$ cat src/hdl/wdsc_regs.svh
// Register offsets, field positions, reset values and timing counts
`ifndef WDSC_REGS_SVH
`define WDSC_REGS_SVH

// Register byte offsets on the plain register port
`define WDSC_OFS_OPTION 8'h00
`define WDSC_OFS_FUSE 8'h04
`define WDSC_OFS_STATUS 8'h08
`define WDSC_OFS_GIE 8'h0c
`define WDSC_OFS_IRQ_EN 8'h10

// Prescaler config fields and reset value
`define WDSC_OPT_RESET 8'hff
`define WDSC_OPT_PSA_BIT 3
`define WDSC_OPT_PS_MSB 2

// Fuse word fields
`define WDSC_FUSE_WATCHDOG_ENABLE_FUSE_BIT 3
`define WDSC_FUSE_OSC_MSB 2

// Clock source codes in the fuse word
`define WDSC_OSC_LP 3'h0
`define WDSC_OSC_XT 3'h1
`define WDSC_OSC_HS 3'h2

// Status register fields
`define WDSC_ST_PD_BIT 0
`define WDSC_ST_TO_BIT 1
`define WDSC_ST_SLEEP_BIT 2
`define WDSC_ST_OST_BIT 3

// Global enable bit and interrupt source bits
`define WDSC_GIE_BIT 0
`define WDSC_INT_PIN_BIT 0
`define WDSC_WAKE_CAPABLE 8'h7f

// Interrupt vector taken after an enabled wake
`define WDSC_VECTOR_ADDR 13'h0004

// Timing: core clock rate, watchdog base period, start-up delay
`define WDSC_CLK_MHZ 200
`define WDSC_WDT_BASE_US 18000
`define WDSC_OST_PERIODS 1024
`define WDSC_BASE_W 22
`define WDSC_OST_W 11

`endif

$ cat src/hdl/wdsc_pkg.sv
// Types shared by the watchdog and sleep control block
package wdsc_pkg;
    // Power state of the core as seen by this block
    typedef enum logic [1:0] {
        WDSC_RUN,
        WDSC_SLEEP,
        WDSC_OST_WAIT
    } wdsc_state_t;

    // Register bus widths
    typedef logic [7:0] wdsc_addr_t;
    typedef logic [7:0] wdsc_data_t;
endpackage

$ cat src/hdl/wdsc_core.sv
// Watchdog timer, shared prescaler and sleep / wake-up control
//
// Local design decisions: the placing of the registers and the strobed register port.
`include "wdsc_regs.svh"

module wdsc_core #(
    parameter logic [`WDSC_BASE_W-1:0] WDT_BASE_CYCLES =
        `WDSC_BASE_W'(`WDSC_WDT_BASE_US * `WDSC_CLK_MHZ) // Base period
) (
    input wire logic core_clk, // 200 MHz clock
    input wire logic rst_n, // Asynchronous power-on reset
    input wire wdsc_pkg::wdsc_addr_t reg_addr, // Register byte address
    input wire wdsc_pkg::wdsc_data_t reg_wdata, // Register write data
    input wire logic reg_wr, // Write strobe
    input wire logic reg_rd, // Read strobe
    output wdsc_pkg::wdsc_data_t reg_rdata, // Read data, next cycle
    input wire logic [7:0] fuse_word, // Configuration word strap
    input wire logic clear_instr, // Watchdog clear instruction
    input wire logic sleep_instr, // Sleep instruction executed
    input wire logic osc_fail, // Oscillator failure detected
    input wire logic external_reset_pin_n, // External reset pin
    input wire logic [7:0] irq_flag, // Interrupt flags, bit0 INT pin
    input wire logic timer0_src_tick, // Timer0 count source pulse
    output logic timer0_tick, // Prescaled Timer0 increment
    output logic device_reset_req, // Internal device reset pulse
    output logic osc_driver_en, // Main oscillator driver on
    output logic core_run, // Core may fetch and execute
    output logic io_hold, // IO pins frozen in last state
    output logic prefetch_req, // Fetch instruction after sleep
    output logic resume_pulse, // Resume after wake-up
    output logic vector_req, // Vector after next instruction
    output logic [12:0] vector_addr // Interrupt vector address
);
    import wdsc_pkg::*;

    wdsc_state_t state_reg; // Power state
    wdsc_state_t state_next; // Next power state
    logic [7:0] option_reg; // Prescaler config
    logic [7:0] fuse_reg; // Captured fuse word
    logic fuse_cap_reg; // Fuse word has been caught
    logic gie_reg; // Global interrupt enable
    logic [7:0] irq_en_reg; // Individual interrupt enables
    logic [7:0] wake_en_reg; // Enables frozen at sleep entry
    logic to_n_reg; // Timeout flag, active low
    logic pd_n_reg; // Powerdown flag, active low
    logic [`WDSC_BASE_W-1:0] base_cnt_reg; // Watchdog base divider
    logic [7:0] presc_reg; // Shared prescaler
    logic [`WDSC_OST_W-1:0] ost_cnt_reg; // Start-up timer
    logic wake_irq_reg; // Last wake came from interrupt
    logic wdt_en; // Watchdog enabled by fuse
    logic prescaler_assign; // Prescaler assigned to watchdog
    logic crystal; // Crystal or resonator clock
    logic pending; // Enabled flag already set
    logic wake_src; // Enabled wake-capable source
    logic sleep_take; // Sleep really executes
    logic sleep_nop; // Sleep degrades to a no-op
    logic base_wrap; // Base period elapsed
    logic wdt_expire; // Watchdog time-out
    logic wdt_clear; // Hold watchdog cleared
    logic wake_now; // Leaving sleep this cycle
    logic wake_by_wdt; // Wake cause is the watchdog
    logic ost_done; // Start-up timer finished
    logic resume; // Core starts executing again
    logic ext_rst; // External reset pin asserted

    // Mask of prescaler bits that must be all ones for one output tick
    function automatic logic [7:0] ratio_mask(input logic [2:0] ps,
                                              input logic to_wdt);
        logic [8:0] full;
        full = 9'h001 << ps;
        if (!to_wdt) begin
            // Timer0 ratios start at 1:2
            full = full << 1;
        end
        ratio_mask = 8'(full - 9'h001);
    endfunction

    // Decoded configuration
    assign prescaler_assign = option_reg[`WDSC_OPT_PSA_BIT];
    assign wdt_en = fuse_cap_reg & fuse_reg[`WDSC_FUSE_WATCHDOG_ENABLE_FUSE_BIT];
    assign crystal = fuse_cap_reg &
        (fuse_reg[`WDSC_FUSE_OSC_MSB:0] == `WDSC_OSC_LP ||
         fuse_reg[`WDSC_FUSE_OSC_MSB:0] == `WDSC_OSC_XT ||
         fuse_reg[`WDSC_FUSE_OSC_MSB:0] == `WDSC_OSC_HS);
    assign ext_rst = ~external_reset_pin_n;

    assign pending = |(irq_flag & irq_en_reg);
    assign sleep_nop = (state_reg == WDSC_RUN) & sleep_instr &
        ~gie_reg & pending;
    assign sleep_take = (state_reg == WDSC_RUN) & sleep_instr &
        ~sleep_nop & ~ext_rst;

    // only clock-free sources can wake, gated by their enables
    // enables are the ones frozen at sleep entry
    assign wake_src = |(irq_flag & wake_en_reg & `WDSC_WAKE_CAPABLE);

    // base divider runs in run and sleep; held at zero during the start-up wait
    assign base_wrap = base_cnt_reg == WDT_BASE_CYCLES - 1'b1;
    // with prescaler, expire after 2^ps base periods
    assign wdt_expire = wdt_en & ~wdt_clear & base_wrap &
        (~prescaler_assign | ((presc_reg & ratio_mask(option_reg[2:0], 1'b1)) ==
                 ratio_mask(option_reg[2:0], 1'b1)));

    // timeout in sleep is a wake cause
    assign wake_by_wdt = (state_reg == WDSC_SLEEP) & wdt_en & base_wrap &
        (~prescaler_assign | ((presc_reg & ratio_mask(option_reg[2:0], 1'b1)) ==
                 ratio_mask(option_reg[2:0], 1'b1)));
    // watchdog or interrupt wake continues execution
    assign wake_now = (state_reg == WDSC_SLEEP) & ~ext_rst &
        (wake_by_wdt | wake_src);
    assign ost_done = ost_cnt_reg == `WDSC_OST_W'(`WDSC_OST_PERIODS - 1);
    assign resume = (wake_now & ~crystal) |
        ((state_reg == WDSC_OST_WAIT) & ost_done & ~ext_rst);

    // Conditions that keep the watchdog at zero
    always_comb begin
        wdt_clear = 1'b0;
        if (!wdt_en || osc_fail || ext_rst) begin
            wdt_clear = 1'b1;
        end
        // clear instruction and sleep both clear
        if ((state_reg == WDSC_RUN) && (clear_instr || sleep_take)) begin
            wdt_clear = 1'b1;
        end
        if (wake_now) begin
            wdt_clear = 1'b1;
        end
        if (state_reg == WDSC_OST_WAIT) begin
            wdt_clear = 1'b1;
        end
    end

    // Power state transitions
    always_comb begin
        state_next = state_reg;
        unique case (state_reg)
            WDSC_RUN: begin
                if (sleep_take) begin
                    state_next = WDSC_SLEEP;
                end
            end
            WDSC_SLEEP: begin
                // reset pin ends sleep with a reset
                if (ext_rst) begin
                    state_next = WDSC_RUN;
                end else if (wake_now) begin
                    state_next = crystal ? WDSC_OST_WAIT : WDSC_RUN;
                end
            end
            WDSC_OST_WAIT: begin
                if (ext_rst || ost_done) begin
                    state_next = WDSC_RUN;
                end
            end
        endcase
    end

    // Power state register
    always_ff @(posedge core_clk or negedge rst_n) begin
        if (!rst_n) begin
            state_reg <= WDSC_RUN;
        end else begin
            state_reg <= state_next;
        end
    end

    // Fuse word is a strap: caught on the first edge after release
    always_ff @(posedge core_clk or negedge rst_n) begin
        if (!rst_n) begin
            fuse_reg <= 8'h00;
            fuse_cap_reg <= 1'b0;
        end else if (!fuse_cap_reg) begin
            fuse_reg <= fuse_word;
            fuse_cap_reg <= 1'b1;
        end
    end

    // Software registers; writes are accepted in every power state, sleep included
    always_ff @(posedge core_clk or negedge rst_n) begin
        if (!rst_n) begin
            option_reg <= `WDSC_OPT_RESET;
            gie_reg <= 1'b0;
            irq_en_reg <= 8'h00;
        end else if (ext_rst) begin
            // Reset pin restores the control defaults
            option_reg <= `WDSC_OPT_RESET;
            gie_reg <= 1'b0;
            irq_en_reg <= 8'h00;
        end else if (reg_wr) begin
            unique case (reg_addr)
                `WDSC_OFS_OPTION: option_reg <= reg_wdata;
                `WDSC_OFS_GIE: gie_reg <= reg_wdata[`WDSC_GIE_BIT];
                `WDSC_OFS_IRQ_EN: irq_en_reg <= reg_wdata;
                default: begin
                    // Read-only and unmapped writes are ignored
                end
            endcase
        end
    end

    // Enables snapshot taken as sleep begins
    always_ff @(posedge core_clk or negedge rst_n) begin
        if (!rst_n) begin
            wake_en_reg <= 8'h00;
        end else if (sleep_take) begin
            // later enable changes cannot add wake sources
            wake_en_reg <= irq_en_reg;
        end
    end

    // Read data, valid only in the cycle after the read strobe
    always_ff @(posedge core_clk or negedge rst_n) begin
        if (!rst_n) begin
            reg_rdata <= 8'h00;
        end else if (reg_rd) begin
            unique case (reg_addr)
                `WDSC_OFS_OPTION: reg_rdata <= option_reg;
                `WDSC_OFS_FUSE: reg_rdata <= fuse_reg;
                `WDSC_OFS_STATUS: reg_rdata <= {4'h0,
                    state_reg == WDSC_OST_WAIT,
                    state_reg == WDSC_SLEEP, to_n_reg, pd_n_reg};
                `WDSC_OFS_GIE: reg_rdata <= {7'h00, gie_reg};
                `WDSC_OFS_IRQ_EN: reg_rdata <= irq_en_reg;
                default: reg_rdata <= 8'h00;
            endcase
        end else begin
            reg_rdata <= 8'h00;
        end
    end

    // Watchdog base divider, stands in for the separate RC oscillator
    always_ff @(posedge core_clk or negedge rst_n) begin
        if (!rst_n) begin
            base_cnt_reg <= '0;
        end else if (wdt_clear || base_wrap) begin
            base_cnt_reg <= '0;
        end else begin
            base_cnt_reg <= base_cnt_reg + 1'b1;
        end
    end

    // Shared prescaler, counting watchdog periods or Timer0 source
    always_ff @(posedge core_clk or negedge rst_n) begin
        if (!rst_n) begin
            presc_reg <= 8'h00;
        end else if (prescaler_assign) begin
            // only cleared with the watchdog while assigned to it
            if (wdt_clear || wdt_expire || wake_by_wdt) begin
                presc_reg <= 8'h00;
            end else if (base_wrap) begin
                presc_reg <= presc_reg + 8'h01;
            end
        end else if (timer0_src_tick) begin
            // Timer0 owns the prescaler when not assigned
            presc_reg <= presc_reg + 8'h01;
        end
    end

    // Prescaled Timer0 increment pulse
    always_ff @(posedge core_clk or negedge rst_n) begin
        if (!rst_n) begin
            timer0_tick <= 1'b0;
        end else begin
            // ratio from the select bits, bypass when assigned away
            timer0_tick <= timer0_src_tick & (prescaler_assign |
                ((presc_reg & ratio_mask(option_reg[2:0], 1'b0)) ==
                 ratio_mask(option_reg[2:0], 1'b0)));
        end
    end

    // Oscillator start-up timer, crystal modes only
    always_ff @(posedge core_clk or negedge rst_n) begin
        if (!rst_n) begin
            ost_cnt_reg <= '0;
        end else if (state_reg == WDSC_OST_WAIT) begin
            ost_cnt_reg <= ost_cnt_reg + 1'b1;
        end else begin
            ost_cnt_reg <= '0;
        end
    end

    // Status flags; a sleep in the same cycle as a timeout wins for TO
    always_ff @(posedge core_clk or negedge rst_n) begin
        if (!rst_n) begin
            to_n_reg <= 1'b1;
            pd_n_reg <= 1'b1;
        end else begin
            if (sleep_take) begin
                pd_n_reg <= 1'b0;
                to_n_reg <= 1'b1;
            end
            // any timeout clears the timeout flag
            if (wdt_expire || wake_by_wdt) begin
                to_n_reg <= 1'b0;
            end
            // a no-op sleep leaves both flags alone
        end
    end

    // Remember why the core woke, for the resume actions
    always_ff @(posedge core_clk or negedge rst_n) begin
        if (!rst_n) begin
            wake_irq_reg <= 1'b0;
        end else if (wake_now) begin
            // interrupt wake needs only individual enables
            wake_irq_reg <= wake_src & ~wake_by_wdt;
        end
    end

    // Device reset request, never drives the reset pin
    always_ff @(posedge core_clk or negedge rst_n) begin
        if (!rst_n) begin
            device_reset_req <= 1'b0;
        end else begin
            // internal reset only, pin is an input here
            device_reset_req <= ((state_reg == WDSC_RUN) & wdt_expire) |
                ((state_reg == WDSC_SLEEP) & ext_rst);
        end
    end

    // Clock, core and pin controls follow the power state
    always_ff @(posedge core_clk or negedge rst_n) begin
        if (!rst_n) begin
            osc_driver_en <= 1'b1;
            core_run <= 1'b1;
            io_hold <= 1'b0;
        end else begin
            // oscillator off and pins frozen while asleep
            osc_driver_en <= state_next != WDSC_SLEEP;
            core_run <= state_next == WDSC_RUN;
            io_hold <= state_next == WDSC_SLEEP;
        end
    end

    // Instruction after sleep is fetched as sleep executes
    always_ff @(posedge core_clk or negedge rst_n) begin
        if (!rst_n) begin
            prefetch_req <= 1'b0;
        end else begin
            // prefetch on sleep, real or no-op
            prefetch_req <= sleep_take | sleep_nop;
        end
    end

    // Resume and vector requests after a wake-up
    always_ff @(posedge core_clk or negedge rst_n) begin
        if (!rst_n) begin
            resume_pulse <= 1'b0;
            vector_req <= 1'b0;
            vector_addr <= 13'h0000;
        end else begin
            // watchdog and interrupt wakes continue the program
            resume_pulse <= resume;
            // vector only with global enable set
            // a late flag still finishes sleep then wakes
            vector_req <= resume & gie_reg &
                (state_reg == WDSC_SLEEP ? wake_src & ~wake_by_wdt
                                         : wake_irq_reg);
            vector_addr <= `WDSC_VECTOR_ADDR;
        end
    end

endmodule // wdsc_core

$ cat config.mk
export PLATFORM = sky130hd
export DESIGN_NAME = wdsc_core
export DESIGN_NICKNAME = d
export VERILOG_FILES = /design/src/hdl/wdsc_pkg.sv /design/src/hdl/wdsc_core.sv
export VERILOG_INCLUDE_DIRS = /design/src /design/src/hdl
export SDC_FILE = /design/constraint.sdc
export NUM_CORES = 1
export LEC_CHECK = 0
export BUFFER_PORTS_ARGS = -buffer_cell sky130_fd_sc_hd__buf_2
export CAP_MARGIN = 20
export CORE_AREA = 2 2 72 142
export CTS_CLUSTER_DIAMETER = 40
export DETAILED_ROUTE_END_ITERATION = 12
export DIE_AREA = 0 0 74 144
export GPL_TIMING_DRIVEN = 0
export HOLD_SLACK_MARGIN = 0.15
export PLACE_DENSITY = 0.74
export RECOVER_POWER = 25
export SLEW_MARGIN = 20
export SYNTH_ARGS = -nofsm -noshare
export SYNTH_HDL_FRONTEND = slang
export SYNTH_SLANG_ARGS = --single-unit
$ cat constraint.sdc
create_clock -name core_clk -period 2.9 [get_ports core_clk]
set_input_delay 0.29 -clock core_clk [delete_from_list [all_inputs] [get_ports core_clk]]
set_output_delay 0.29 -clock core_clk [all_outputs]
set_load 0.01 [all_outputs]
# Yosys cells after proc, flatten, opt, wreduce, memory -nomap -nowiden
# Cells that the tools add are included.
[word_totals]
reg_bits = 95
out_inout_bits = 29
in_bits = 41
word_cells = 142
[op_classes]
add_sub_neg = 5
n_mux = 30
shifts = 1
n_bitwise = 41
eq_ne = 19
reduce_logical = 24
[ops]
columns = ["cell", "n"]
rows = [
  ["8-bit 2-to-1 mux", 11],
  ["8-bit one-hot mux with 5 select lines", 1],
  ["1-bit AND", 24],
  ["8-bit AND", 3],
  ["22-bit by 1-bit adder with 22-bit output (second input constant)", 1],
  ["22-bit equality test (second input constant)", 1],
  ["22-bit 2-to-1 mux", 1],
  ["8-bit by 4-bit equality test with 1-bit output (second input constant)", 2],
  ["8-bit equality test", 2],
  ["8-bit by 1-bit subtractor with 8-bit output (second input constant)", 2],
  ["11-bit by 1-bit adder with 11-bit output (second input constant)", 1],
  ["11-bit by 10-bit equality test with 1-bit output (second input constant)", 1],
  ["11-bit 2-to-1 mux", 1],
  ["1-bit logical OR", 10],
  ["1-bit 2-to-1 mux", 10],
  ["2-bit 2-to-1 mux", 5],
  ["8-bit by 1-bit adder with 8-bit output (second input constant)", 1],
  ["8-bit by 3-bit equality test with 1-bit output (second input constant)", 1],
  ["8-bit by 5-bit equality test with 1-bit output (second input constant)", 1],
  ["8-bit logical NOT", 1],
  ["2-bit by 1-bit != test with 1-bit output (second input constant)", 4],
  ["2-bit AND reduction", 4],
  ["8-bit OR reduction", 1],
  ["1-bit by 3-bit << shifter with 8-bit output (first input constant)", 1],
  ["16 further kinds", 30],
]

# Logic depth before layout (Yosys ltp)
# Gate-level depths: netlist of the first run.
[logic_depth]
depth_word = 20
mapped_depth = 12
mapped_depth_nobuf = 10

# Least setup slack after synthesis of the first run
# Ideal clock, no wire load.
[synth_timing]
kind = "register to register"
from = "reg option_reg[2]"
to = "reg vector_req"
slack_ps = 87
t_arrival_ps = 2746
setup_ps = 67
period_less_slack_ps = 2813
t_required_ps = 2833
n_path_buf = 2
path_stages_with_launch = 12
path_cell_list = "dfstp_2 -> clkbuf_1 -> or3_1 -> ha_1 -> clkbuf_1 -> nand4b_1 -> a21boi_0 -> a2111o_1 -> o31ai_2 -> a21oi_2 -> o31ai_4 -> o2111a_1"
[synth_via]
elab_chain_cells = 12
elab_cells_between_ends = 15
classes_between = "1 x add/sub; 1 x eq/ne; 1 x shift; 1 x mux; 11 x bitwise"
[synth_lines]
columns = ["item", "line_no", "rtl"]
rows = [
  ["start, declared", "wdsc_core.sv:38", "logic [7:0] option_reg;"],
  ["start signal, assigned", "wdsc_core.sv:181", "option_reg <= `WDSC_OPT_RESET;"],
  ["start signal, assigned", "wdsc_core.sv:186", "option_reg <= `WDSC_OPT_RESET;"],
  ["start signal, assigned", "wdsc_core.sv:191", "`WDSC_OFS_OPTION: option_reg <= reg_wdata;"],
  ["1-bit by 3-bit << shifter with 8-bit output (*)", "-", ""],
  ["8-bit by 1-bit subtractor with 8-bit output (*)", "wdsc_core.sv:75", "ratio_mask = 8'(full - 9'h001);"],
  ["8-bit AND", "wdsc_core.sv:106", "(~prescaler_assign | ((presc_reg & ratio_mask(option_reg[2:0], 1'b1)) =="],
  ["8-bit equality test (*)", "wdsc_core.sv:106", ""],
  ["1-bit OR (*)", "wdsc_core.sv:106", ""],
  ["1-bit AND (*)", "wdsc_core.sv:105", "assign wake_by_wdt = (state_reg == WDSC_SLEEP) & wdt_en & base_wrap &"],
  ["1-bit OR (*)", "wdsc_core.sv:110", "(wake_by_wdt | wake_src);"],
  ["1-bit AND (*)", "wdsc_core.sv:109", "assign wake_now = (state_reg == WDSC_SLEEP) & ~ext_rst &"],
  ["1-bit AND (*)", "wdsc_core.sv:112", "assign resume = (wake_now & ~crystal) |"],
  ["1-bit OR (*)", "wdsc_core.sv:112", ""],
  ["via resume", "wdsc_core.sv:63", "logic resume;"],
  ["1-bit AND (*) (2 in series)", "wdsc_core.sv:356", "vector_req <= resume & gie_reg &"],
  ["end signal, assigned", "wdsc_core.sv:356", ""],
  ["end, declared", "wdsc_core.sv:31", "output logic vector_req,"],
]
# The timed path passes the listed nets; every way through them passes the cells marked *.
# A chain may end at the register's enable or synchronous reset.

# Worst setup path after layout of the first run
# Ends and elaborated chain as after synthesis.

==> impl_results.rst, run 1 <==
.. list-table::
   :header-rows: 1

   * - Metric
     - Value
   * - Global route total overflow
     - 0
   * - Number of flops mapped to enable cells by yosys
     - 0
   * - Buffer depth of the longest clock path
     - 2
   * - Final worst clock skew
     - approximately 6.6 ps
   * - Path category of the worst min-delay check
     - in2reg
   * - GRT Total Usage
     - a little under a quarter
   * - Share of cells above drive strength 1
     - between 20 and 25%
   * - Maximum vdd ir drop
     - about 0.0004 V
   * - Maximum fanout encountered on the critical timing path
     - 10
   * - Die area
     - around 0.011 sq mm
   * - Clock root buffer master
     - clkbuf_16
   * - Count of input and output buffers
     - between 50 and 60
   * - Number of search-and-repair iterations in the first detailed-routing pass
     - 7
   * - Wl on met1
     - roughly 4200 microns
   * - Maximum clock frequency
     - between 0.3 and 0.4 GHz
   * - Number of clock buffers inserted by TritonCTS
     - 9
   * - #FFs+latches synth
     - 95
   * - Type of the worst setup path
     - reg2reg
   * - Vias after detailed routing
     - between 4000 and 5000
   * - Largest net degree at the start of global routing
     - 61
   * - DR vias/cell
     - around 5.7
   * - Routed wire length on met3
     - approximately 540 microns
   * - Crit path max-delay cell type
     - a2111o_1
   * - Crit path setup slack, layout
     - about 65 ps
   * - Power density cells
     - about 500 mW/mm^2
   * - Total area of multi-input combinational cells
     - between 0.002 and 0.0025 sq mm
   * - Delay of the slowest critical-path stage
     - 420 ps
   * - Number of design rule violations left after detail routing
     - 0
   * - Unrepaired setup endpoints after global routing
     - yes
   * - H-Tree Level Count
     - 3
   * - Worst EP required
     - 3180 ps
   * - Final setup violation count
     - 0
   * - Run status
     - finished, violations left
   * - Storage element area
     - roughly 0.0024 sq mm
   * - Antenna diode instance count
     - 0
   * - Remaining number of nets flagged by the antenna check after routing
     - 0
   * - Register area share after synthesis
     - around half
   * - Async SR Flop Fraction
     - 100%
   * - Synthesized area
     - 0.00482 sq mm
   * - Main synth FF type
     - dfrtp_1
   * - Mean routed wirelength per cell
     - roughly 17 microns
   * - Mean instance size in the synthesized netlist
     - roughly 9.9 sq um
   * - Synthesized instance count
     - 486
   * - Clk pin slew, worst setup/hold paths
     - 70 ps
   * - Area inside the core boundary
     - roughly 0.0096 sq mm
   * - Cell with the most instances on the worst path
     - o31ai_4
   * - Layout overhead on the synthesized area
     - 18.2%
   * - TritonCTS clock tree
     - done
   * - Number of distinct standard cells referenced by the synthesized netlist
     - between 60 and 70
   * - Post-CTS Setup Repair Bufs
     - 0
   * - Met2 WL
     - between 6000 and 7000 microns
   * - Via count of the first global-routing pass
     - between 4000 and 5000
   * - Clock period minus final worst setup slack
     - ~2800 ps
   * - Worst Tran Pin Value
     - between 2000 and 2500 ps
   * - DR top layer
     - met4
   * - Worst rel slew slack
     - -33.5%
   * - FP Rows
     - 51
   * - Placement-stage cell area
     - 0.00534 sq mm
   * - Overall power after layout
     - between 2 and 3 mW
   * - Post-route standard cell area excluding fillers
     - 0.00570 sq mm
   * - Clock Sink Count
     - 95
   * - Final hold violations
     - 0
   * - Max-cap check violation count
     - 1
   * - Minimum setup slack after placement
     - -314 ps
   * - Yosys warnings
     - 0
   * - Commonest cells after routing, fill and taps aside
     - dfrtp_1 (83), nand2_1 (51), buf_2 (50)
   * - Arrival time of data at the critical path endpoint
     - 3120 ps
   * - Detailed-route wire length
     - 12000 microns
   * - Number of antenna violations at the first check in global routing
     - 0
   * - Count of filler cells inserted in the layout
     - between 800 and 900
   * - Die Width
     - ~74 microns
   * - Number of violations reported at the end of detailed-routing iteration 0
     - 326
   * - Reported leakage power
     - 2.45 nW
   * - Height of the die
     - approximately 140 microns
   * - Total number of nets in the final design
     - slightly above 600
   * - Last weighted congestion value of the routability-driven placer
     - ~0.90
   * - Most common library cell in the layout ignoring fill and taps
     - dfrtp_1
   * - Failing checks
     - capacitance limit, slew limit
   * - Final period util
     - between 90% and 100%
   * - Core occupancy in the finished layout
     - approximately three fifths
   * - Type of element capturing the critical path
     - flop
   * - Largest register FFs
     - 22
   * - I/O pin cnt
     - 70
   * - Final HPWL DP
     - ~8800 microns
   * - Startpoint kind of the worst setup timing path
     - flop
   * - Clock latency reported for the late side of the worst-skew pair
     - 350 ps
   * - Slew Viols, Final
     - 36
   * - Initial standard-cell utilization of the core
     - 50.0%
   * - First-pass GRT wire length
     - about 19000 microns
   * - Sequence of cells on the critical path
     - buf_2 -> or3_4 -> ha_4 -> nand4b_1 -> a21boi_0 -> a2111o_1 -> o31ai_4 -> a21oi_4 -> o31ai_4 -> o2111a_1
==> synthesized netlist by cell type, drive strengths merged (2+ instances only) <==
cell    count  area (sq um)
or3         7          43.8
nor2       51           199
xor2       17           149
and4        3          26.3
ha          7          87.6
buf        17           116
a21oi      17          88.8
o311a       2          20.0
a21boi      5          37.5
and3        6          37.5
and2        9          56.3
a22oi       6          45.0
nor4        4          31.3
o31ai       2          33.8
mux2       17           191
nor2b       6          37.5
o22ai       2          12.5
o21a        5          37.5
nand4      10          62.6
a222oi      9          90.1
xnor2      15           131
nor3b       2          15.0
o21ai      18          90.1
nand2      51           191
nand2b      2          12.5
dfrtp      83          2080
clkbuf     15          56.3
nand3      41           205
a311oi      2          17.5
dfstp      12           315
a211oi      3          22.5
inv        10          37.5
conb        2          7.51
mux2i       4          43.8
nor3        7          40.0
==> stage by stage <==
step           hold WS [ps]  cells  TNS (ps)
6_report                174    702         0
3_3_place_gp            445    685     -1990
4_1_cts                 170    702         0
3_5_place_dp            282    686     -2560
2_1_floorplan         -5.59    497         0
5_1_grt                 177    702     -7.65
==> metal layers <==
metal,track usage [%],vias up
met4,13.7,0
met5,0,-
met3,3.28,35
li1,-,1859
met1,25.0,1955
met2,43.9,155
==> repair_timing <==
| item | in CTS | in global routing |
|---|---|---|
| cloned | 0 | 0 |
| hold buffers | 1 | 0 |
| hold endpoints to repair | 32 | 0 |
| gates resized for setup | 8 | 8 |
| endpoints found under the setup margin | 18 | 9 |
| pin swaps | 1 | 4 |
==> where the power goes <==
part,internal [mW],switching (mW)
combinational,0.110,0.180
sequential,1.38,0.0194
clock,0.679,0.521
==> worst max-delay path, delay by kind of cell, from the launching register on <==
family / cells / cell delay, ps
adders and majority gates: 1 / 200
AOI/OAI and AO/OA: 6 / 1480
buffers and inverters: 1 / 190
and+or+nand+nor: 2 / 510
DFF: 1 / 390
==> cell type report <==
| cell class | instances | share of cell area, % |
|---|---|---|
| sequential | 95 | 42.0 |
| multi-input combinational | 360 | 40.8 |
| timing repair buffer | 58 | 5.38 |
| clock buffer | 11 | 4.08 |
| buffer | 31 | 3.01 |
| tap | 132 | 2.90 |
| clock inverter | 5 | 1.14 |
| inverter | 10 | 0.659 |
==> final timing paths <==
| path | startpoint | endpoint | slack [ps] | cells after the start |
|---|---|---|---|---|
| min in group asynchronous | rst_n | base_cnt_reg[3] | 1050 | 2 |
| min reg2reg | ost_cnt_reg[0] | ost_cnt_reg[0] | 470 | 1 |
| min | fuse_word[7] | fuse_reg[7] | 170 | 2 |
| max reg2reg | option_reg[2] | vector_req | 60 | 10 |
| max in group asynchronous | rst_n | irq_en_reg[6] | 700 | 2 |
| max | option_reg[2] | vector_req | 60 | 10 |
==> logic make-up after synthesis <==
| group | after synthesis | share of synthesized area (%) |
|---|---|---|
| compound gates | 80 | 12.0 |
| fa+ha+maj | 7 | 1.82 |
| mux | 21 | 4.88 |
| simple gates | 207 | 21.4 |
| flops | 95 | 49.6 |
| xor+xnor | 32 | 5.81 |
| buf+inv | 42 | 4.36 |
| other cells | 2 | 0.156 |
Note: power is estimated with default switching activity, not from simulation.
==> run 2, diff against run 1 <==
--- a/config.mk
+++ b/config.mk
@@ -6,7 +6,7 @@
 export SDC_FILE = /design/constraint.sdc
 export NUM_CORES = 1
 export LEC_CHECK = 0
-export BUFFER_PORTS_ARGS = -buffer_cell sky130_fd_sc_hd__buf_2
+export BUFFER_PORTS_ARGS = -buffer_cell sky130_fd_sc_hd__clkbuf_2
 export CAP_MARGIN = 20
 export CORE_AREA = 2 2 72 142
 export CTS_CLUSTER_DIAMETER = 40
==> run 2 against run 1 <==
The run still ends with capacitance limit, slew limit left. Register-to-register slack better by 30 ps. First-iteration DRC count down 18%. Worst hold slack worse by 9.3 ps. Final cell count down 0.14%. Global-route usage down 0.083 points. Critical path depth unchanged. Flip-flop and latch count unchanged. Fmax up 1.2%. Via count up 1.6%. Non-clock buffer count down 1. Routed wire length about the same. Die area unchanged. Critical path type unchanged. Critical endpoint is now io_hold.
==> impl_results.rst, run 2 (same netlist as run 1, synthesis figures left out) <==
.. list-table::
   :header-rows: 1

   * - Metric
     - Value
   * - FP Rows
     - roughly 50
   * - Storage element area
     - between 0.002 and 0.0025 sq mm
   * - Count of input and output buffers
     - 56
   * - Delay of the slowest critical-path stage
     - 430 ps
   * - Number of design rule violations left after detail routing
     - 0
   * - Worst EP required
     - 3130 ps
   * - Crit path setup slack, layout
     - 97.8 ps
   * - Global routing met3 resource utilization
     - about 6%
   * - Layout overhead on the synthesized area
     - 17.6%
   * - Final HPWL DP
     - 8700 microns
   * - Maximum vdd ir drop
     - 0.000368 V
   * - Global route hottest layer
     - met2
   * - Clock period minus final worst setup slack
     - about 2800 ps
   * - Clk pin slew, worst setup/hold paths
     - around 70 ps
   * - Met2 Track Usage GR
     - 41.4%
   * - Maximum clock frequency
     - about 0.36 GHz
   * - Height of the die
     - approximately 140 microns
   * - Met1 usage in global routing
     - 24.0%
   * - Worst Tran Pin Value
     - 2060 ps
   * - Path category of the worst min-delay check
     - in2reg
   * - Clock root buffer master
     - clkbuf_16
   * - Clock latency reported for the late side of the worst-skew pair
     - ~350 ps
   * - Global route total overflow
     - 0
   * - TritonCTS clock tree
     - done
   * - Type of the worst setup path
     - reg2reg
   * - Mean routed wirelength per cell
     - between 15 and 20 microns
   * - Remaining number of nets flagged by the antenna check after routing
     - 0
   * - Vias after detailed routing
     - just over 4000
   * - Type of element capturing the critical path
     - flop
   * - Count of filler cells inserted in the layout
     - ~860
   * - Slew Viols, Final
     - 96
   * - First-pass GRT wire length
     - about 19000 microns
   * - Maximum fanout encountered on the critical timing path
     - 10
   * - Number of violations reported at the end of detailed-routing iteration 0
     - 267
   * - Crit path max-delay cell type
     - a2111o_1
   * - Final period util
     - between 90% and 100%
   * - Die Width
     - approximately 74 microns
   * - DR vias/cell
     - around 5.8
   * - Power density cells
     - between 500 and 600 mW/mm^2
   * - Initial standard-cell utilization of the core
     - between 50% and 60%
   * - Most common library cell in the layout ignoring fill and taps
     - dfrtp_1
   * - I/O pin cnt
     - 70
   * - GRT Total Usage
     - 23.8%
   * - Worst rel slew slack
     - -37.5%
   * - Number of search-and-repair iterations in the first detailed-routing pass
     - 5
   * - Number of antenna violations at the first check in global routing
     - 0
   * - Post-route standard cell area excluding fillers
     - 0.00567 sq mm
   * - Via count of the first global-routing pass
     - ~4100
   * - Run status
     - finished, violations left
   * - Sequence of cells on the critical path
     - buf_4 -> or3_4 -> ha_4 -> nand4b_1 -> a21boi_0 -> a2111o_1 -> o31ai_4 -> a211oi_2 -> o21a_1 -> nor2b_1
   * - Detailed-route wire length
     - about 12000 microns
   * - Share of cells above drive strength 1
     - between 20% and 30%
   * - Last weighted congestion value of the routability-driven placer
     - between 0.8 and 0.9
   * - Largest register FFs
     - 22
   * - Total number of nets in the final design
     - around 610
   * - Commonest cells after routing, fill and taps aside
     - dfrtp_1 (83), nand2_1 (51), nor2_1 (50)
   * - Minimum setup slack after placement
     - -385 ps
   * - Total area of multi-input combinational cells
     - between 0.002 and 0.0025 sq mm
   * - Post-Route Setup TNS
     - 0 ps
   * - Post-CTS Setup Repair Bufs
     - 0
   * - Startpoint kind of the worst setup timing path
     - flop
   * - Largest net degree at the start of global routing
     - 96
   * - Die area
     - approximately 0.011 sq mm
   * - Antenna diode instance count
     - 0
   * - Buffer depth of the longest clock path
     - 2
   * - Reported leakage power
     - between 2 and 2.5 nW
   * - Number of clock buffers inserted by TritonCTS
     - 9
   * - Clock Sink Count
     - between 90 and 100
   * - Max-cap check violation count
     - 1
   * - Failing checks
     - capacitance limit, slew limit
   * - Final worst clock skew
     - between 5 and 6 ps
   * - Area inside the core boundary
     - around 0.0096 sq mm
   * - Arrival time of data at the critical path endpoint
     - between 3000 and 4000 ps
   * - Placement-stage cell area
     - about 0.0053 sq mm
   * - Final hold violations
     - 0
   * - H-Tree Level Count
     - 3
   * - Final setup violation count
     - 0
-- run 2: cell count changes in the layout (fill, tap and decap cells not counted), moves of 2 or more --
cell	delta
buf_2	-46
clkbuf_2	+40
clkbuf_1	+4
clkbuf_8	+2
-- run 2: worst max-delay path, delay by kind of cell (launching register included) --
family	cells	cell delay, ps
flops	1	390
fa+ha+maj	1	210
compound gates	5	1280
buf+inv	1	170
simple gates	3	640
-- run 2: worst paths after layout --
path / start / endpoint / slack, ps / cells after the start
worst max-delay path: option_reg[2] / io_hold / 100 / 10
worst min-delay path: reg_wdata[5] / option_reg[5] / 170 / 3
worst max register to register: option_reg[2] / io_hold / 100 / 10
worst min register to register: ost_cnt_reg[0] / ost_cnt_reg[0] / 470 / 1
max in group asynchronous: rst_n / reg_rdata[0] / 580 / 2
min in group asynchronous: rst_n / base_cnt_reg[3] / 1090 / 2
-- run 2: metrics by stage --
stage	hold slack [ps]	cells	power (mW)	utilization [%]
2_1_floorplan	-5.59	497	1.58	-
3_3_place_gp	446	685	1.70	55.1
3_5_place_dp	413	685	1.71	55.2
4_1_cts	162	701	2.86	58.6
5_1_grt	160	701	2.96	58.8
6_report	165	701	2.84	58.8
-- run 2: report_power, final --
group          switching [mW]  internal (mW)
registers              0.0196           1.38
clock network           0.519          0.640
logic                   0.183          0.105
total                   0.721           2.12
-- run 2: cell type report --
type                       count  area share (%)
buffer                        31            3.07
clock buffer                  12            4.53
clock inverter                 4           0.618
inverter                      10           0.662
multi-input combinational    360            41.2
sequential                    95            42.2
tap                          132            2.91
timing repair buffer          57            4.81
-- run 2: what timing repair did --
item | CTS | global route
endpoints found under the setup margin | 19 | 13
hold buffers | 1 | 0
resized for setup | 8 | 12
pin swaps | 2 | 5
endpoints found under the hold margin | 83 | 0
-- run 2: layer usage --
layer | part of all wire [%] | up-vias
li1 | - | 1869
met1 | 35 | 1975
met2 | 54 | 165
met3 | 5.1 | 58
met4 | 6.5 | 0
met5 | 0 | -
==> run 3, diff against run 2 <==
--- a/config.mk
+++ b/config.mk
@@ -16,7 +16,6 @@
 export HOLD_SLACK_MARGIN = 0.15
 export PLACE_DENSITY = 0.74
 export RECOVER_POWER = 25
-export SLEW_MARGIN = 20
 export SYNTH_ARGS = -nofsm -noshare
 export SYNTH_HDL_FRONTEND = slang
 export SYNTH_SLANG_ARGS = --single-unit
==> constraint.sdc (replaced) <==
create_clock -name core_clk -period 2.9 [get_ports core_clk]
set_input_delay 0.145 -clock core_clk [delete_from_list [all_inputs] [get_ports core_clk]]
set_output_delay 0.145 -clock core_clk [all_outputs]
set_load 0.01 [all_outputs]
==> run 3 against run 2 <==
The flow now finishes without violations. Worst setup slack got worse by 7.3 ps. Clock skew about the same. Critical path depth unchanged.
==> impl_results.rst, run 3 (same netlist as run 1, synthesis figures left out) <==
.. list-table::
   :header-rows: 1

   * - Metric
     - Value
   * - Run status
     - finished, final reports clean
   * - Number of antenna violations at the first check in global routing
     - 0
   * - Max-cap check violation count
     - 0
   * - Worst EP required
     - approximately 3100 ps
   * - Antenna diode instance count
     - 0
   * - Path category of the worst min-delay check
     - in2reg
   * - FF-to-FF setup slack
     - slightly above 90 ps
   * - Die area
     - 0.0107 sq mm
   * - Core occupancy in the finished layout
     - 60.4%
   * - Clock Sink Count
     - 95
   * - Remaining number of nets flagged by the antenna check after routing
     - 0
   * - Maximum fanout encountered on the critical timing path
     - 10
   * - Post-Route Setup TNS
     - 0 ps
   * - First-pass GRT wire length
     - 19200 microns
   * - Clk pin slew, worst setup/hold paths
     - roughly 60 ps
   * - Final hold violations
     - 0
   * - Clock period minus final worst setup slack
     - 2810 ps
   * - Commonest cells after routing, fill and taps aside
     - dfrtp_1 (83), nand2_1 (51), nor2_1 (50)
   * - Last weighted congestion value of the routability-driven placer
     - approximately 0.90
   * - Final period util
     - 96.9%
   * - Final worst clock skew
     - around 6.3 ps
   * - Power density cells
     - approximately 480 mW/mm^2
   * - Number of violations reported at the end of detailed-routing iteration 0
     - between 300 and 400
   * - Minimum hold slack
     - 159 ps
   * - Number of clock buffers inserted by TritonCTS
     - 9
   * - Clock latency reported for the late side of the worst-skew pair
     - ~340 ps
   * - TritonCTS clock tree
     - done
   * - Number of design rule violations left after detail routing
     - 0
   * - Minimum setup slack after placement
     - -398 ps
   * - Worst R2R Path Depth
     - 10
   * - Via count of the first global-routing pass
     - roughly 4000
   * - Sequence of cells on the critical path
     - buf_4 -> or3_4 -> ha_4 -> nand4b_1 -> a21boi_0 -> a2111o_1 -> o31ai_4 -> a211oi_1 -> o21a_1 -> nor2b_1
   * - Crit path setup slack, layout
     - between 90 and 100 ps
   * - Largest register FFs
     - 22
   * - Slew Viols, Final
     - 0
   * - Largest net degree at the start of global routing
     - 70
   * - Mean routed wirelength per cell
     - around 17 microns
   * - Overall power after layout
     - about 2.8 mW
   * - Final HPWL DP
     - 8810 microns
   * - Detailed-route wire length
     - ~12000 microns
   * - Worst Tran Pin Value
     - about 1400 ps
   * - Type of the worst setup path
     - reg2reg
   * - Arrival time of data at the critical path endpoint
     - ~3000 ps
   * - Share of cells above drive strength 1
     - between 20% and 30%
   * - FP Rows
     - slightly above 50
   * - Unrepaired setup endpoints after global routing
     - no
   * - Number of search-and-repair iterations in the first detailed-routing pass
     - 5
   * - Vias after detailed routing
     - between 4000 and 5000
   * - H-Tree Level Count
     - 3
   * - Source of the worst hold timing path
     - sleep_instr
   * - Buffering stage count on the worst path with inverters included
     - 1
   * - Most common library cell in the layout ignoring fill and taps
     - dfrtp_1
   * - Clock root buffer master
     - clkbuf_16
   * - Height of the die
     - ~140 microns
   * - Initial standard-cell utilization of the core
     - 50.0%
   * - Die Width
     - about 74 microns
   * - Final setup violation count
     - 0
   * - GRT Total Usage
     - around a quarter
   * - WHS Endpoint
     - prefetch_req
   * - Buffer depth of the longest clock path
     - 2
   * - I/O pin cnt
     - 70
   * - Maximum vdd ir drop
     - approximately 0.00034 V
   * - Reported leakage power
     - around 2.5 nW
   * - Delay of the slowest critical-path stage
     - approximately 430 ps
   * - Startpoint kind of the worst setup timing path
     - flop
   * - Layout overhead on the synthesized area
     - 20.8%
   * - Crit path max-delay cell type
     - a2111o_1
   * - Depth of the worst hold-timing path
     - 3
   * - Global route total overflow
     - 0
   * - Count of input and output buffers
     - 56
   * - DR vias/cell
     - ~5.8
   * - Worst rel slew slack
     - between 6 and 7%
   * - R2R Path End
     - io_hold
   * - Total number of nets in the final design
     - 630
   * - Maximum clock frequency
     - roughly 0.36 GHz
   * - Area inside the core boundary
     - 0.00964 sq mm
   * - Delay-heaviest family, CP
     - compound AO/OA/AOI/OAI gates
   * - Reg-to-reg critical path startpoint
     - option_reg[2]
   * - Type of element capturing the critical path
     - flop
## run 3: metrics by stage
step | cell area, sq um | std cells
after floorplan | 4860 | 497
after global placement | 5310 | 685
after detailed placement | 5340 | 686
after CTS | 5810 | 719
after global routing | 5820 | 719
final | 5820 | 719
## run 3: worst max-delay path by stage
stage	cells past startpoint	from	to	slack, ps
after detailed placement	11	option_reg[2]	vector_req	-400
after floorplan	11	option_reg[2]	vector_req	90
final	10	option_reg[2]	io_hold	90
after global placement	11	option_reg[2]	vector_req	-290
after CTS	10	option_reg[2]	vector_req	10
after global routing	11	option_reg[1]	osc_driver_en	9
## run 3: layout make-up
cell class	instances	area, sq um
Multi-Input combinational cell	360	2330
Tap cell	132	165
Timing Repair Buffer	75	449
Sequential cell	95	2390
Fill cell	824	3810
Buffer	31	178
Clock buffer	12	236
Clock inverter	4	31.3
Inverter	10	37.5
## run 3: layer usage
layer,part of all wire (%),wire (microns),global-route usage [%]
met3,4.7,576,3.69
met5,0,0,0
met4,5.6,681,15.6
met2,55,6720,43.4
met1,34,4180,24.6
## run 3: worst reg2reg max path, stage by stage, from the launching register on
cell	delay, ps
dfstp_2	390
buf_4	180
or3_4	400
ha_4	210
nand4b_1	100
a21boi_0	100
a2111o_1	430
o31ai_4	370
a211oi_1	150
o21a_1	230
nor2b_1	140
## run 3: where the power goes
part           total [mW]  switching [mW]  internal, mW  leakage, nW
clock                1.09           0.507         0.586        0.119
sequential           1.40          0.0199          1.38         1.26
combinational       0.303           0.183         0.120         1.10
total                2.79           0.710          2.08         2.48
## run 3: repair_timing
action | 4_1_cts | 5_1_grt
hold buffers | 18 | 0
buffers inserted | 0 | 0
hold endpoints to repair | 52 | 0
endpoints found under the setup margin | 19 | 17
pin swaps | 2 | 5
gates resized for setup | 8 | 12
